--- config.mk ---
export PLATFORM = sky130hd
export DESIGN_NAME = lgc_regs
export DESIGN_NICKNAME = d
export VERILOG_FILES = /design/src/lgc_regs.v
export VERILOG_INCLUDE_DIRS = /design/src
export SDC_FILE = /design/constraint.sdc
export NUM_CORES = 1
export LEC_CHECK = 0
export BUFFER_PORTS_ARGS = -buffer_cell sky130_fd_sc_hd__buf_2
export CORE_ASPECT_RATIO = 1.5
export CORE_MARGIN = 1
export CORE_UTILIZATION = 53
export CTS_CLUSTER_SIZE = 20
export DETAILED_ROUTE_END_ITERATION = 8
export PLACE_DENSITY = 0.81
export SYNTH_ARGS = -nofsm -noshare
export SYNTH_HDL_FRONTEND = slang
export SYNTH_SLANG_ARGS = --single-unit
--- constraint.sdc ---
create_clock -name clk -period 2.7 [get_ports clk]
set_input_delay 0.27 -clock clk [delete_from_list [all_inputs] [get_ports clk]]
set_output_delay 0.27 -clock clk [all_outputs]
set_load 0.01 [all_outputs]
--- src/lgc_consts.vh ---
// constants for the line interface global control register bank
// assumes byte-wide registers, each in one aligned axi4-lite word
`ifndef LGC_CONSTS_VH
`define LGC_CONSTS_VH
// printed offsets are register indexes; byte address = index * 4
`define LGC_IDX_TX_LO 8'h00
`define LGC_IDX_RX_LO 8'h08
`define LGC_IDX_IRQEN_LO 8'h60
`define LGC_IDX_IRQST_LO 8'h61
`define LGC_IDX_PART 8'h6E
`define LGC_IDX_REV 8'h6F
`define LGC_IDX_TX_HI 8'h80
`define LGC_IDX_RX_HI 8'h88
`define LGC_IDX_CH11_CTRL 8'hD6
`define LGC_IDX_CH11_JIT 8'hD7
`define LGC_IDX_CH11_ERR_HI 8'hDA
`define LGC_IDX_CH11_ERR_LO 8'hDB
`define LGC_IDX_CH11_ERR_HOLD 8'hDC
`define LGC_IDX_IRQEN_HI 8'hE0
`define LGC_IDX_IRQST_HI 8'hE1
// own registers for source flags, sticky irq status and mask
`define LGC_IDX_SRC_LO 8'hF0
`define LGC_IDX_SRC_HI 8'hF1
`define LGC_IDX_STICKY 8'hF2
`define LGC_IDX_MASK 8'hF3
`define LGC_NCH_HALF 6
// word index bits of the byte address, and the bits that must be zero
`define LGC_IDX_LSB 2
`define LGC_IDX_MSB 9
`define LGC_MAP_LSB 10
`define LGC_MAP_TOP 22'h000000
`define LGC_RESET_BYTE 8'h00
`define LGC_RESP_OKAY 2'b00
`endif

--- src/lgc_regs.v ---
// global control register bank of a twelve-channel line interface unit
// assumes an axi4-lite master on clk; per-channel source flags arrive from channel logic
`timescale 1ns/10ps
`default_nettype none
`include "lgc_consts.vh"

// Contract
// - transmit enable for channels 0..5 at 0x00, bits 7:6 reserved
// - transmit enable for channels 6..11 at 0x80, same bit order
// - receive enable for channels 0..5 at 0x08, bits 7:6 reserved
// - receive enable for channels 6..11 at 0x88, same bit order
// - transmit bit zero turns driver off and tristates both line outputs
// - transmit bit one turns that channel's driver on
// - driver on only while master enable pin is high, ANDed per channel
// - receive bit zero turns receiver off, inputs high impedance
// - receive bit one turns that channel's receiver on
// - interrupt enable 0x60 and read-only status 0x61 for channels 0..5
// - interrupt enable 0xE0 and read-only status 0xE1 for channels 6..11
// - fixed part number at 0x6E and revision at 0x6F, writes ignored
// - channel 11 control at 0xD6 and jitter control at 0xD7, read/write
// - channel 11 error counter high 0xDA, low 0xDB, hold 0xDC, read/write
// - source interrupt status clears its pending flags when read; here only reads of 0xF0/0xF1 clear them, reads of 0x61/0xE1 do not
module lgc_regs #(
  parameter [7:0] PART_ID = 8'h5A, // arbitrary value
  parameter [7:0] REV_ID = 8'h01, // arbitrary value
  parameter NCH = 12
) (
  input wire clk,
  input wire arst_n,
  input wire [31:0] s_axi_awaddr,
  input wire s_axi_awvalid,
  output reg s_axi_awready,
  input wire [31:0] s_axi_wdata,
  input wire [3:0] s_axi_wstrb,
  input wire s_axi_wvalid,
  output reg s_axi_wready,
  output reg [1:0] s_axi_bresp,
  output reg s_axi_bvalid,
  input wire s_axi_bready,
  input wire [31:0] s_axi_araddr,
  input wire s_axi_arvalid,
  output reg s_axi_arready,
  output reg [31:0] s_axi_rdata,
  output reg [1:0] s_axi_rresp,
  output reg s_axi_rvalid,
  input wire s_axi_rready,
  input wire master_tx_enable,
  input wire [11:0] source_irq_event,
  output reg [11:0] line_driver_on,
  output reg [11:0] line_out_oe,
  output reg [11:0] line_receiver_on,
  output reg [11:0] line_in_enable,
  output reg chan_irq,
  output reg irq
);
  localparam H = `LGC_NCH_HALF;

  // transmit and receive enables, one bit per channel
  reg [H-1:0] tx_lo_q;
  reg [H-1:0] tx_hi_q;
  reg [H-1:0] rx_lo_q;
  reg [H-1:0] rx_hi_q;

  // channel irq enables
  reg [H-1:0] irq_en_lo_q;
  reg [H-1:0] irq_en_hi_q;

  // last channel bytes, plain storage: the counters live in the channel logic
  reg [7:0] ch11_ctrl_q;
  reg [7:0] ch11_jit_q;
  reg [7:0] ch11_err_hi_q;
  reg [7:0] ch11_err_lo_q;
  reg [7:0] ch11_err_hold_q;

  // pending source flags, sticky status and its mask
  reg [11:0] src_q;
  reg [11:0] src_d;
  reg [H-1:0] sticky_q;
  reg [H-1:0] sticky_d;
  reg [H-1:0] mask_q;

  // master pin synchroniser
  reg pin_s1_q;
  reg pin_s2_q;
  reg pin_s3_q;
  reg pin_q;

  // write address and data held until both are in
  reg [31:0] aw_q;
  reg [7:0] wd_q;
  reg [3:0] ws_q;
  reg aw_have_q;
  reg w_have_q;

  // read mux
  reg [7:0] rdat_d;

  wire [11:0] chan_pend;
  wire [11:0] irq_en_all;
  wire [7:0] widx;
  wire [7:0] ridx;
  wire w_in_map;
  wire r_in_map;
  wire wr_go;
  wire wr_en;
  wire rd_go;
  wire wlane;
  wire [H-1:0] sticky_clr;
  wire [H-1:0] sticky_set;

  assign chan_pend = src_q;
  assign irq_en_all = {irq_en_hi_q, irq_en_lo_q};
  assign widx = aw_q[`LGC_IDX_MSB:`LGC_IDX_LSB];
  assign ridx = s_axi_araddr[`LGC_IDX_MSB:`LGC_IDX_LSB];
  // anything above the 256-word window is a hole
  assign w_in_map = (aw_q[31:`LGC_MAP_LSB] == `LGC_MAP_TOP);
  assign r_in_map = (s_axi_araddr[31:`LGC_MAP_LSB] == `LGC_MAP_TOP);
  assign wr_go = aw_have_q && w_have_q && !s_axi_bvalid;
  assign wr_en = wr_go && w_in_map;
  assign rd_go = s_axi_arvalid && s_axi_arready;
  // registers are one byte wide, so only lane 0 can write
  assign wlane = wr_en && ws_q[0];
  assign sticky_clr = (wlane && widx == `LGC_IDX_STICKY) ? wd_q[H-1:0] : {H{1'b0}};
  assign sticky_set = chan_pend[H-1:0];

  // master pin: three flops, a change is taken once second and third agree
  // the filter costs about five cycles before the drivers follow
  // reset low keeps every driver off until the pin has settled
  always @(posedge clk or negedge arst_n) begin
    if (!arst_n) begin
      pin_s1_q <= 1'b0;
      pin_s2_q <= 1'b0;
      pin_s3_q <= 1'b0;
      pin_q <= 1'b0;
    end else begin
      pin_s1_q <= master_tx_enable;
      pin_s2_q <= pin_s1_q;
      pin_s3_q <= pin_s2_q;
      if (pin_s2_q == pin_s3_q) begin
        pin_q <= pin_s3_q;
      end
    end
  end

  // read mux; reserved bits and holes read as zero
  // flag, sticky and mask registers sit in the unused top of the map
  always @* begin
    rdat_d = `LGC_RESET_BYTE;
    case (ridx)
      `LGC_IDX_TX_LO: rdat_d = {2'h0, tx_lo_q};
      `LGC_IDX_TX_HI: rdat_d = {2'h0, tx_hi_q};
      `LGC_IDX_RX_LO: rdat_d = {2'h0, rx_lo_q};
      `LGC_IDX_RX_HI: rdat_d = {2'h0, rx_hi_q};
      `LGC_IDX_IRQEN_LO: rdat_d = {2'h0, irq_en_lo_q};
      `LGC_IDX_IRQST_LO: rdat_d = {2'h0, chan_pend[H-1:0]};
      `LGC_IDX_IRQEN_HI: rdat_d = {2'h0, irq_en_hi_q};
      `LGC_IDX_IRQST_HI: rdat_d = {2'h0, chan_pend[11:H]};
      `LGC_IDX_PART: rdat_d = PART_ID;
      `LGC_IDX_REV: rdat_d = REV_ID;
      `LGC_IDX_CH11_CTRL: rdat_d = ch11_ctrl_q;
      `LGC_IDX_CH11_JIT: rdat_d = ch11_jit_q;
      `LGC_IDX_CH11_ERR_HI: rdat_d = ch11_err_hi_q;
      `LGC_IDX_CH11_ERR_LO: rdat_d = ch11_err_lo_q;
      `LGC_IDX_CH11_ERR_HOLD: rdat_d = ch11_err_hold_q;
      `LGC_IDX_SRC_LO: rdat_d = {2'h0, src_q[H-1:0]};
      `LGC_IDX_SRC_HI: rdat_d = {2'h0, src_q[11:H]};
      `LGC_IDX_STICKY: rdat_d = {2'h0, sticky_q};
      `LGC_IDX_MASK: rdat_d = {2'h0, mask_q};
      default: rdat_d = `LGC_RESET_BYTE;
    endcase
    if (!r_in_map) begin
      rdat_d = `LGC_RESET_BYTE;
    end
  end

  // pending source flags; a new event wins over the clear-on-read
  // an event held high by the channel logic keeps its flag set
  always @* begin
    src_d = src_q;
    if (rd_go && r_in_map && ridx == `LGC_IDX_SRC_LO) begin
      src_d[H-1:0] = {H{1'b0}};
    end
    if (rd_go && r_in_map && ridx == `LGC_IDX_SRC_HI) begin
      src_d[11:H] = {H{1'b0}};
    end
    src_d = src_d | source_irq_event;
  end

  always @(posedge clk or negedge arst_n) begin
    if (!arst_n) begin
      src_q <= 12'h000;
    end else begin
      src_q <= src_d;
    end
  end

  // sticky status: set wins over write-one-to-clear in the same cycle
  always @* begin
    sticky_d = sticky_q & ~sticky_clr;
    sticky_d = sticky_d | sticky_set;
  end

  always @(posedge clk or negedge arst_n) begin
    if (!arst_n) begin
      sticky_q <= {H{1'b0}};
    end else begin
      sticky_q <= sticky_d;
    end
  end

  // write address channel; readies stay low until the response is taken
  always @(posedge clk or negedge arst_n) begin
    if (!arst_n) begin
      s_axi_awready <= 1'b1;
      aw_have_q <= 1'b0;
      aw_q <= 32'h00000000;
    end else begin
      if (s_axi_awvalid && s_axi_awready) begin
        aw_q <= s_axi_awaddr;
        aw_have_q <= 1'b1;
        s_axi_awready <= 1'b0;
      end
      if (wr_go) begin
        aw_have_q <= 1'b0;
      end
      if (s_axi_bvalid && s_axi_bready) begin
        s_axi_awready <= 1'b1;
      end
    end
  end

  // write data channel; only the low byte and the strobes are kept
  // a write without lane 0 completes with okay but changes nothing
  always @(posedge clk or negedge arst_n) begin
    if (!arst_n) begin
      s_axi_wready <= 1'b1;
      w_have_q <= 1'b0;
      wd_q <= `LGC_RESET_BYTE;
      ws_q <= 4'h0;
    end else begin
      if (s_axi_wvalid && s_axi_wready) begin
        wd_q <= s_axi_wdata[7:0];
        ws_q <= s_axi_wstrb;
        w_have_q <= 1'b1;
        s_axi_wready <= 1'b0;
      end
      if (wr_go) begin
        w_have_q <= 1'b0;
      end
      if (s_axi_bvalid && s_axi_bready) begin
        s_axi_wready <= 1'b1;
      end
    end
  end

  // write response, one cycle after address and data are both held
  always @(posedge clk or negedge arst_n) begin
    if (!arst_n) begin
      s_axi_bvalid <= 1'b0;
      s_axi_bresp <= `LGC_RESP_OKAY;
    end else begin
      if (wr_go) begin
        s_axi_bvalid <= 1'b1;
      end else if (s_axi_bvalid && s_axi_bready) begin
        s_axi_bvalid <= 1'b0;
      end
      s_axi_bresp <= `LGC_RESP_OKAY;
    end
  end

  // enables for the line drivers and receivers
  always @(posedge clk or negedge arst_n) begin
    if (!arst_n) begin
      tx_lo_q <= {H{1'b0}};
      tx_hi_q <= {H{1'b0}};
      rx_lo_q <= {H{1'b0}};
      rx_hi_q <= {H{1'b0}};
    end else if (wlane) begin
      case (widx)
        `LGC_IDX_TX_LO: tx_lo_q <= wd_q[H-1:0];
        `LGC_IDX_TX_HI: tx_hi_q <= wd_q[H-1:0];
        `LGC_IDX_RX_LO: rx_lo_q <= wd_q[H-1:0];
        `LGC_IDX_RX_HI: rx_hi_q <= wd_q[H-1:0];
        default: begin
        end
      endcase
    end
  end

  // channel irq enables; status halves are read-only and ignore writes
  always @(posedge clk or negedge arst_n) begin
    if (!arst_n) begin
      irq_en_lo_q <= {H{1'b0}};
      irq_en_hi_q <= {H{1'b0}};
      mask_q <= {H{1'b0}};
    end else if (wlane) begin
      case (widx)
        `LGC_IDX_IRQEN_LO: irq_en_lo_q <= wd_q[H-1:0];
        `LGC_IDX_IRQEN_HI: irq_en_hi_q <= wd_q[H-1:0];
        `LGC_IDX_MASK: mask_q <= wd_q[H-1:0];
        default: begin
        end
      endcase
    end
  end

  // last channel bytes; part and revision have no storage, so writes vanish
  always @(posedge clk or negedge arst_n) begin
    if (!arst_n) begin
      ch11_ctrl_q <= `LGC_RESET_BYTE;
      ch11_jit_q <= `LGC_RESET_BYTE;
      ch11_err_hi_q <= `LGC_RESET_BYTE;
      ch11_err_lo_q <= `LGC_RESET_BYTE;
      ch11_err_hold_q <= `LGC_RESET_BYTE;
    end else if (wlane) begin
      case (widx)
        `LGC_IDX_CH11_CTRL: ch11_ctrl_q <= wd_q;
        `LGC_IDX_CH11_JIT: ch11_jit_q <= wd_q;
        `LGC_IDX_CH11_ERR_HI: ch11_err_hi_q <= wd_q;
        `LGC_IDX_CH11_ERR_LO: ch11_err_lo_q <= wd_q;
        `LGC_IDX_CH11_ERR_HOLD: ch11_err_hold_q <= wd_q;
        default: begin
        end
      endcase
    end
  end

  // read channel, data one cycle after the address is taken
  always @(posedge clk or negedge arst_n) begin
    if (!arst_n) begin
      s_axi_arready <= 1'b1;
      s_axi_rvalid <= 1'b0;
      s_axi_rdata <= 32'h00000000;
      s_axi_rresp <= `LGC_RESP_OKAY;
    end else begin
      if (rd_go) begin
        s_axi_rdata <= {24'h000000, rdat_d};
        s_axi_rvalid <= 1'b1;
        s_axi_arready <= 1'b0;
      end else if (s_axi_rvalid && s_axi_rready) begin
        s_axi_rvalid <= 1'b0;
        s_axi_arready <= 1'b1;
      end
      s_axi_rresp <= `LGC_RESP_OKAY;
    end
  end

  // line controls registered so every output comes from a flop
  always @(posedge clk or negedge arst_n) begin
    if (!arst_n) begin
      line_driver_on <= 12'h000;
      line_out_oe <= 12'h000;
      line_receiver_on <= 12'h000;
      line_in_enable <= 12'h000;
    end else begin
      line_driver_on <= {tx_hi_q, tx_lo_q} & {NCH{pin_q}};
      line_out_oe <= {tx_hi_q, tx_lo_q} & {NCH{pin_q}};
      line_receiver_on <= {rx_hi_q, rx_lo_q};
      line_in_enable <= {rx_hi_q, rx_lo_q};
    end
  end

  // interrupt outputs
  // irq is a level, high while an unmasked sticky bit stays set
  always @(posedge clk or negedge arst_n) begin
    if (!arst_n) begin
      chan_irq <= 1'b0;
      irq <= 1'b0;
    end else begin
      chan_irq <= |(chan_pend & irq_en_all);
      irq <= |(sticky_q & mask_q);
    end
  end
endmodule
`default_nettype wire

* Word level (Yosys, flattened, before mapping)
Index checks and enable logic that the tools add are counted.
** Storage, ports and cells
- Register bits :: 186
- Input bits :: 120
** Operators by class
- Eq/ne operators :: 31
- Multiplexer cells :: 19
- Bitwise logic cells :: 7
- Reduce and logical (&&, ||, !) cells :: 40
** Operator list (count)
- $eq A8 B8 Y1 const B :: 23
- $pmux W8 S17 :: 1
- $logic_not A22 Y1 :: 2
- $eq A8 B7 Y1 const B :: 5
- $and A12 B12 Y12 :: 2
- $reduce_and A2 Y1 :: 12
- $mux W6 :: 3
- $eq A8 B4 Y1 const B :: 2
- $logic_not A8 Y1 :: 2
- $mux W1 :: 14
- $logic_and A1 B1 Y1 :: 13
- $and A6 B6 Y6 :: 2
- $or A12 B12 Y12 :: 1
- $reduce_bool A2 Y1 :: 6
- $reduce_or A12 Y1 :: 1
- $mux W8 :: 1
- $not A6 Y6 :: 1
- $or A6 B6 Y6 :: 1
- $reduce_or A6 Y1 :: 1
- $reduce_or A2 Y1 :: 2
- $eq A1 B1 Y1 :: 1
- $logic_not A1 Y1 :: 1

* Depth between registers and ports, before layout
Gate-level depths: netlist of run 1.
- Depth after elaboration :: 9
- Depth in mapped cells :: 9

* Least setup slack after synthesis of run 1
OpenSTA, ideal clock, no wires.
- Path type :: register to register
- Start :: reg aw_q[23]
- End :: reg tx_lo_q[1]
- Setup time :: 0.125 ns
- Arrival :: 2.212 ns
- Data required time :: 2.575 ns
- Path slack :: 0.363 ns
- Stages on the path, launching flop included :: 7
- Clock period less this slack :: 2.337 ns
- Path through :: dfrtp_1 or4_4 nor3_4 nand4_1 or3_4 nor3_4 mux2_2
** On the way
- Word-level cells in the longest chain between the ends :: 4
** RTL lines
- start, declared :: line lgc_regs.v:89 : reg [31:0] aw_q;
- start signal, assigned :: line lgc_regs.v:219 : aw_q <= s_axi_awaddr;
- $logic_not A22 Y1 (no source line)
- $logic_and A1 B1 Y1 :: line lgc_regs.v:119 : assign wr_en = wr_go && w_in_map;
- $logic_and A1 B1 Y1 :: line lgc_regs.v:122 : assign wlane = wr_en && ws_q[0];
- $reduce_and A2 Y1 (no source line)
- end signal, assigned :: line lgc_regs.v:274 : tx_lo_q <= {H{1'b0}};
- end signal, assigned :: line lgc_regs.v:280 : `LGC_IDX_TX_LO: tx_lo_q <= wd_q[H-1:0];
- end, declared :: line lgc_regs.v:59 : reg [H-1:0] tx_lo_q;
No other way between the ends.
A chain may end at the register's enable or synchronous reset.

* Worst setup path after layout of run 1
- Start :: reg aw_q[23]
- End :: reg tx_lo_q[2]
The elaborated chain is that of the path after synthesis.

==> reports/metrics.csv, run 1 <==
metric,value,unit
outcome,completed,
Std-Cell Rows,55,
Seq cells post-synth,184,
Vias,6011,
yosys synthesis warning count,0,
pwr dens,709,nW/um2
setup_tns,0,ps
first-pass GRT wire length,31100,um
RSZ-0062 raised after global routing,false,
leakage,4.76,nW
Post-synth EDFFs,0,
DIE AREA,16300,um2
share of the synthesized area in the top cell type,54.0,%
DR pass1 iterations,5,
clock latency on the worst-skew pair,430,ps
dpl cells,984,
initial antenna violation count,0,
Synth area leader,dfrtp_1,
Synth Area in Simple Gates,11.0,%
largest family of logic cells by synthesized area,multiplexers,
kind of critical path,reg2reg,
"commonest non-fill, non-tap cell in the layout",dfrtp_1,
post-synthesis sequential area ratio,55.0,%
post-detail-place hpwl,14200,um
Worst Setup End Kind,flop,
ant diodes,0,
min cycle time layout,2610,ps
xor-xnor portion of the synthesized cell area,0,%
fin cells,1021,
"critical path fanouts, max",6,
Vias/cell,5.89,
multiplexer area fraction after synthesis,18.2,%
data arrival time of the critical path,2910,ps
CTS sink cnt,184,
CTS buffer count,17,
Syn Area/Cell,12.4,um2
Final Skew,12.2,ps
"setup slack, reg-to-reg",90,ps
endpoints failing hold,0,
Synth Cell Area,8380,um2
part of the cycle the worst path needs,96.5,%
"Setup violations, final",0,
Synth cell types,61,
hold depth,2,
Layout Utilization,64.1,%
"delay-heaviest family, CP",simple AND/OR/NAND/NOR gates,
Post-CTS Setup Inserts,0,
FF-to-FF Start,aw_q[23],
FMAX,384,MHz
CP Capture Point,tx_lo_q[2],
slowest CP cell,or4_4,
Initial Util,54.9,%
clock-pin slew of the registers on the worst-case setup and hold paths,70,ps
Compound-Gate Fraction of Synth Area,9.09,%
die height,156,um
reg2reg path depth,6,
Worst-Margin Slew,724,ps
IO buf count,151,
"commonest non-fill, non-tap cells in the layout","181 x dfrtp_1, 150 x buf_2, 119 x mux2_2",
Die X,105,um
number of I/O pins,211,
share of layout cells above drive strength 1,40.5,%
Critical Path Start Type,flop,
gpl congestion,0.959,
vias in the first global route,5950,
Total GRT Usage,25.4,%
# DRC,0,
Core ar.,15300,um2
CP Launch Point,aw_q[23],
per-cell routed wire length,19.3,um
Final Max Slew Viols,0,
DR iter-0 viols,360,
Final nets,929,
crit-path cells,"or4_4, nor3_4, nand4_1, or3_4, nor3_4, mux2_2",
Syn Inst Count,676,
Slew HR,51.7,%
Critical Path Max Stage Delay,560,ps
largest net degree at the start of global routing,76,
Bufs on Longest Clock Path,2,
CTS Root Cell,clkbuf_16,
critical path buffer and inverter count,0,
CTS tree,built,
maximum vdd ir drop,0.569,mV
Final ANT Viol Nets,0,
final wirelength,19700,um
MaxCap Viol Count,0,
RR Endpoint,tx_lo_q[2],
ys flop type,dfrtp_1,
HP Class,in2reg,
global route total overflow,0,
Worst Path Required,3000,ps
area delta synth->final,16.9,%
post-synthesis async set-or-reset flop share,100,%
Worst path depth,6,
Post-Synth Adder-Cell Area,0.119,%
htree depth,4,
top post-synthesis cells by area,"dfrtp_1 54%, mux2_2 16%, buf_4 4.7%",
Crit path top cell by count,nor3_4,
==> cell type report <==
class                           instances  area, um2
Fill cell                            1142       5480
Timing Repair Buffer                  173        965
Multi-Input combinational cell        425       3320
Inverter                                8       30.0
Clock buffer                           20        457
Sequential cell                       184       4610
Clock inverter                         12        163
Tap cell                              199        249
==> cell usage after synthesis, types with 12 or more instances <==
library cell and number:
buf_4 52, o21ai_0 20, mux2_2 119, and2_1 12, dfrtp_1 181, a22oi_1 16
nor2_1 21, nand3_1 21, nand2_1 30, clkbuf_1 28, a21o_1 18, nor4_1 12
mux2i_1 12
==> how the worst min path moves through the flow <==
stage,from,end
final,source_irq_event[6],chan_pend[6]
after CTS,source_irq_event[10],chan_pend[10]
after detailed placement,arst_n,aw_q[27]
after floorplan,arst_n,aw_have_q
after global routing,source_irq_event[6],chan_pend[6]
after global placement,pin_s1_q,pin_s2_q
==> worst register-to-register path: cells and delay by family (launching register included) <==
family        cells  cell delay [ps]
simple gates      5             1710
flops             1              370
mux               1              410
==> state kept, by name, summed over array words and instances, names as in the netlist, 12 cells and up <==
name	cells
aw_q	30
chan_pend	12
line_in_enable	12
line_out_oe	12
==> timing repair <==
item                      4_1_cts  5_1_grt
hold buffers                    5        0
gates resized for setup         0        0
hold endpoints to repair       73        0
==> per-stage QoR <==
step                      hold WS, ps  total power, W  area, um2  setup slack (ps)
after floorplan                 -25.6         0.00405       8480               363
after global placement            335         0.00436       9130               195
after detailed placement          346         0.00441       9130               165
after CTS                        6.81         0.00698       9800              80.9
after global routing            0.765         0.00723       9800              15.5
final                            9.18         0.00695       9800              93.6
==> report_power, final <==
| part | leakage [nW] | switching [W] | internal (W) |
|---|---|---|---|
| registers | 2.37 | 0.000487 | 0.00309 |
| logic | 2.08 | 0.000355 | 0.000432 |
| clock network | 0.309 | 0.00106 | 0.00152 |
==> per-layer routing <==
layer | part of all wire [%] | wire (um) | global-route usage (%) | vias to the layer above
met5 | 0 | 0 | 0 | -
met4 | 4.8 | 940 | 15.3 | 0
met3 | 6.9 | 1370 | 5.18 | 60
met2 | 51 | 10100 | 43.8 | 303
met1 | 37 | 7270 | 29.0 | 2986
li1 | - | - | - | 2662
==> cells by family (layout without fill, tap and decap cells) <==
group                      Yosys count  count (layout)
DFF                                184             184
buffers and inverters               94             213
muxes                              135             135
AOI/OAI and AO/OA                  106             106
other                                1              28
adders and majority gates            1               1
and+or+nand+nor                    155             155
Note: power is estimated with default switching activity, not from simulation.
==> run 2: changes to the inputs <==
CAP_MARGIN = 10   (was unset)
clock period = 2.88 ns   (was 2.7 ns; I/O delays follow)
==> reports/metrics.csv, run 2 (synthesis gave the netlist of run 1 again) <==
metric,value,unit,change
initial antenna violation count,0,,unchanged
FF-to-FF Start,aw_q[23],,
"Most flops, register",aw_q,,
share of layout cells above drive strength 1,40.4,%,-0.070 points
Vias/cell,5.81,,-1.4%
Post-CTS Setup Inserts,0,,unchanged
pwr dens,659,nW/um2,-7.1%
DIE AREA,16300,um2,unchanged
RR Endpoint,tx_lo_q[3],,
Total GRT Usage,25.4,%,about the same
Post-Place Cell Area,9080,um2,-0.47%
ant diodes,0,,unchanged
Core ar.,15300,um2,unchanged
Std-Cell Rows,55,,unchanged
gpl congestion,0.929,,-3.1%
Vias,5895,,-1.9%
die height,156,um,unchanged
Final ANT Viol Nets,0,,unchanged
MaxCap Viol Count,0,,unchanged
fin cells,1015,,-0.59%
global route total overflow,0,,unchanged
DR pass1 iterations,6,,+1
first-pass GRT wire length,31200,um,+0.33%
"commonest non-fill, non-tap cell in the layout",dfrtp_1,,
reg2reg path depth,6,,unchanged
Final Max Slew Viols,0,,unchanged
Tot Pwr,0.00639,W,-8.0%
"Setup violations, final",0,,unchanged
post-detail-place hpwl,14400,um,+1.3%
"setup slack, reg-to-reg",300,ps,+210 ps
clock-pin slew of the registers on the worst-case setup and hold paths,70,ps,about the same
Hold Startpoint,s_axi_wvalid,,
Worst-Margin Slew,672,ps,-51.9 ps
RSZ-0062 raised after global routing,false,,
Worst Path Required,3200,ps,+200 ps
DR iter-0 viols,314,,-13%
Initial Util,54.9,%,unchanged
kind of critical path,reg2reg,,
area delta synth->final,15.8,%,
"commonest non-fill, non-tap cells in the layout","181 x dfrtp_1, 150 x buf_2, 119 x mux2_2",,
endpoints failing hold,0,,unchanged
clock latency on the worst-skew pair,440,ps,about the same
maximum vdd ir drop,0.608,mV,+6.9%
FMAX,388,MHz,+1.2%
final instance area,9700,um2,-0.93%
hold depth,2,,unchanged
"critical path fanouts, max",6,,unchanged
number of I/O pins,211,,unchanged
# DRC,0,,unchanged
Final nets,923,,-0.65%
vias in the first global route,6013,,+1.1%
Die X,105,um,unchanged
data arrival time of the critical path,2900,ps,about the same
outcome,completed,,
leakage,4.71,nW,-1.1%
IO buf count,151,,unchanged
Worst Setup End Kind,flop,,
part of the cycle the worst path needs,89.4,%,-7.1 points
HP Class,in2reg,,
Critical Path Start Type,flop,,
Final Skew,11.1,ps,-1.05 ps
dpl cells,980,,-0.41%
CTS sink cnt,184,,unchanged
Layout Utilization,63.5,%,-0.60 points
per-cell routed wire length,19.5,um,+0.77%
htree depth,4,,unchanged
Hold EP,s_axi_wready,,
Largest register FFs,30,,unchanged
CTS buffer count,17,,unchanged
Bufs on Longest Clock Path,2,,unchanged
setup_tns,0,ps,unchanged
largest net degree at the start of global routing,72,,-5.3%
final wirelength,19800,um,+0.18%
CTS Root Cell,clkbuf_16,,
Slew HR,55.2,%,+3.5 points
CTS tree,built,,
min cycle time layout,2580,ps,-30.6 ps
-- run 2: cell types whose count changed in the layout (fill, tap and decap cells not counted), moves of 2 or more --
cell	change
buf_4	-3
bufinv_16	-2
clkbuf_8	+2
clkinvlp_4	+2
dlygate4sd3_1	-2
inv_6	+2
-- run 2: layer usage --
metal | wire, um | vias to the layer above | GRT usage [%] | part of all wire, %
li1 | - | 2642 | - | -
met1 | 7380 | 2932 | 27.6 | 37
met2 | 10400 | 267 | 45.4 | 53
met3 | 1180 | 54 | 6.43 | 6.0
met4 | 791 | 0 | 13.3 | 4.0
met5 | 0 | - | 0 | 0
-- run 2: repair_timing --
| item | in CTS | in global routing |
|---|---|---|
| hold buffers | 3 | 0 |
| resized for setup | 0 | 0 |
| hold endpoints to repair | 67 | 0 |
| setup endpoints to repair | 0 | 0 |
-- run 2: final cells by class --
type                       instances  area (um2)
tap                              199         249
fill                            1164        5570
clock buffer                      21         480
multi-input combinational        425        3320
inverter                           8        30.0
clock inverter                    11         110
sequential                       184        4610
timing repair buffer             167         902
-- run 2: worst max-delay path by stage --
stage | startpoint | end | slack (ps) | cells past startpoint
after floorplan | aw_q[23] | tx_lo_q[1] | 540 | 6
after global placement | aw_q[23] | tx_lo_q[2] | 370 | 6
after detailed placement | aw_q[23] | tx_lo_q[4] | 290 | 6
after CTS | aw_q[23] | tx_lo_q[1] | 270 | 6
after global routing | aw_q[23] | tx_lo_q[2] | 190 | 6
final | aw_q[23] | tx_lo_q[3] | 300 | 6
-- run 2: power breakdown --
group	switching (W)	internal, W	leakage, nW
Clock	0.00100	0.00130	0.289
Combinational	0.000335	0.000400	2.05
Sequential	0.000457	0.00290	2.37
Total	0.00179	0.00460	4.71
-- run 2: metrics by stage --
stage / setup slack (ps) / hold slack, ps
floorplan: 543 / -7.59
global placement: 366 / 335
detailed placement: 287 / 341
CTS: 271 / 0.492
global route: 193 / 10.5
finish: 304 / 13.5
-- run 2: critical path, cell delays in order, from the launching register on --
cell     delay, ps
dfrtp_1        370
or4_4          560
nor3_4         240
nand4_1        200
or3_4          400
nor3_4         320
mux2_2         390
==> run 3: changes to the inputs <==
ABC_AREA = 1   (was unset)
BUFFER_PORTS_ARGS = -buffer_cell sky130_fd_sc_hd__buf_4   (was -buffer_cell sky130_fd_sc_hd__buf_2)
CORE_UTILIZATION = 54   (was 53)
PLACE_DENSITY = 0.82   (was 0.81)
==> reports/metrics.csv, run 3 <==
metric,value,unit,change
outcome,completed,,
Critical Path Max Stage Delay,520,ps,-40 ps
number of I/O pins,211,,unchanged
slowest CP cell,nand4_1,,
"Most flops, register",aw_q,,
# DRC,0,,unchanged
Initial Util,55.2,%,+0.36 points
Critical Path Start Type,flop,,
first-pass GRT wire length,34100,um,+9.6%
leakage,5.51,nW,+17%
Post-synth EDFFs,0,,unchanged
maximum vdd ir drop,0.518,mV,-15%
Post-Synth Adder-Cell Area,0.116,%,-0.0034 points
CTS tree,built,,
Total GRT Usage,27.1,%,+1.7 points
Final ANT Viol Nets,0,,unchanged
final wirelength,21200,um,+7.2%
Final Max Slew Viols,0,,unchanged
Core ar.,15600,um2,+2.3%
DR iter-0 viols,494,,+57%
post-synthesis sequential area ratio,53.4,%,-1.6 points
xor-xnor portion of the synthesized cell area,0,%,unchanged
data arrival time of the critical path,2580,ps,-320 ps
post-synthesis async set-or-reset flop share,100,%,unchanged
CTS sink cnt,184,,unchanged
Largest register FFs,30,,unchanged
ant diodes,0,,unchanged
fin cells,1398,,+38%
per-cell routed wire length,15.2,um,-22%
Syn Area/Cell,8.16,um2,-34%
"Setup violations, final",0,,unchanged
synth cell count leaders,"356 x nand2_1, 181 x dfrtp_1, 103 x inv_1",,
largest net degree at the start of global routing,101,,+40%
Compound-Gate Fraction of Synth Area,7.86,%,-1.2 points
DR pass1 iterations,5,,-1
Post-CTS Setup Inserts,0,,unchanged
part of the cycle the worst path needs,78.6,%,-11 points
Synth cell types,29,,-52%
vias in the first global route,7022,,+17%
Synth area leader,dfrtp_1,,
Final Skew,12.2,ps,+1.08 ps
crit-path cells,"nor2_1, nand2_1, nor2_1, nand2_1, nor3_2, buf_4, nand4_1, o21ai_0",,
Die X,105,um,+0.52%
CTS Root Cell,clkbuf_16,,
Worst Setup End Kind,flop,,
die height,157,um,+0.52%
clock-pin slew of the registers on the worst-case setup and hold paths,80,ps,about the same
gpl congestion,0.942,,+1.4%
post-detail-place hpwl,15500,um,+7.4%
Worst Path Required,3190,ps,about the same
yosys synthesis warning count,0,,unchanged
ys flop type,dfrtp_1,,
"commonest non-fill, non-tap cells in the layout","356 x nand2_1, 181 x dfrtp_1, 159 x buf_4",,
share of the synthesized area in the top cell type,52.5,%,-1.6 points
htree depth,4,,unchanged
FMAX,442,MHz,+14%
min cycle time layout,2260,ps,-312 ps
Final nets,1302,,+41%
DIE AREA,16500,um2,+1.0%
HP Class,in2reg,,
Bufs on Longest Clock Path,2,,unchanged
"commonest non-fill, non-tap cell in the layout",nand2_1,,
"critical path fanouts, max",16,,+10
multiplexer area fraction after synthesis,0,%,-18 points
kind of critical path,reg2reg,,
pwr dens,634,nW/um2,-3.7%
Syn Inst Count,1058,,+57%
global route total overflow,0,,unchanged
Synth Cell Area,8630,um2,+3.0%
MaxCap Viol Count,0,,unchanged
area delta synth->final,19.0,%,
Vias,7429,,+26%
endpoints failing hold,0,,unchanged
Synth Area in Simple Gates,27.8,%,+17 points
Std-Cell Rows,56,,+1.8%
Worst-Margin Slew,970,ps,+298 ps
Vias/cell,5.31,,-8.5%
"setup slack, reg-to-reg",620,ps,+310 ps
largest family of logic cells by synthesized area,simple AND/OR/NAND/NOR gates,,
CTS buffer count,17,,unchanged
Slew HR,35.3,%,-20 points
RSZ-0062 raised after global routing,false,,
Seq cells post-synth,184,,unchanged
dpl cells,1364,,+39%
setup_tns,0,ps,unchanged
IO buf count,151,,unchanged
top post-synthesis cells by area,"dfrtp_1 52%, nand2_1 15%, o21ai_0 5.9%",,
most numerous cell in the Yosys netlist,nand2_1,,
share of layout cells above drive strength 1,17.3,%,-23 points
clock latency on the worst-skew pair,430,ps,about the same
initial antenna violation count,0,,unchanged
## run 3: layer usage
metal,share of wire [%],track usage [%]
met3,5.5,4.41
met5,0,0
met1,39,30.9
met2,51,47.6
met4,4.9,16.4
## run 3: final timing paths
check | start | endpoint | cells past startpoint
max | aw_q[15] | ch11_err_lo_q[2] | 8
min | s_axi_awvalid | s_axi_awready | 2
max reg2reg | aw_q[15] | ch11_err_lo_q[2] | 8
min reg2reg | pin_s1_q | pin_s2_q | 0
max in group asynchronous | arst_n | irq_en_hi_q[5] | 3
min in group asynchronous | arst_n | pin_s1_q | 2
## run 3: kinds of logic (layout without fill, tap and decap cells)
| logic type | count (synthesis) | count (layout) |
|---|---|---|
| compound gates | 123 | 123 |
| fa+ha+maj | 1 | 1 |
| buf+inv | 189 | 299 |
| flops | 184 | 184 |
| other cells | 1 | 28 |
| simple gates | 560 | 560 |
## run 3: per-stage QoR
stage | hold slack (ps) | util [%] | total power, W | area [um2] | worst slack, ps
after floorplan | -7.59 | - | 0.00384 | 8730 | 1240
after global placement | 246 | 61.9 | 0.00424 | 9670 | 709
after detailed placement | 253 | 61.9 | 0.00429 | 9670 | 654
after CTS | 3.42 | 65.7 | 0.00653 | 10300 | 617
after global routing | 10.4 | 65.7 | 0.00683 | 10300 | 344
final | 4.62 | 65.7 | 0.00651 | 10300 | 616
## run 3: area by class of cell
| cell class | count | area, um2 |
|---|---|---|
| tap | 203 | 254 |
| sequential | 184 | 4610 |
| timing repair buffer | 163 | 1240 |
| fill | 1343 | 5360 |
| clock buffer | 17 | 425 |
| multi-input combinational | 712 | 3190 |
| clock inverter | 15 | 153 |
| inverter | 104 | 390 |
## run 3: repair_timing
action | CTS | global route
endpoints found under the hold margin | 47 | 0
endpoints found under the setup margin | 0 | 0
resized for setup | 0 | 0
hold buffers | 2 | 0
## run 3: critical path: cells and delay by family (launching register included)
kind / cells / cell delay, ps
and+or+nand+nor: 6 / 1100
DFF: 1 / 380
buffers and inverters: 1 / 210
AOI/OAI and AO/OA: 1 / 450
## run 3: where the power goes
part | leakage, nW | total, W | internal [W] | switching, W
Combinational | 2.83 | 0.00116 | 0.000347 | 0.000816
Clock | 0.286 | 0.00226 | 0.00116 | 0.00111
Sequential | 2.39 | 0.00308 | 0.00290 | 0.000183
Total | 5.51 | 0.00651 | 0.00440 | 0.00211
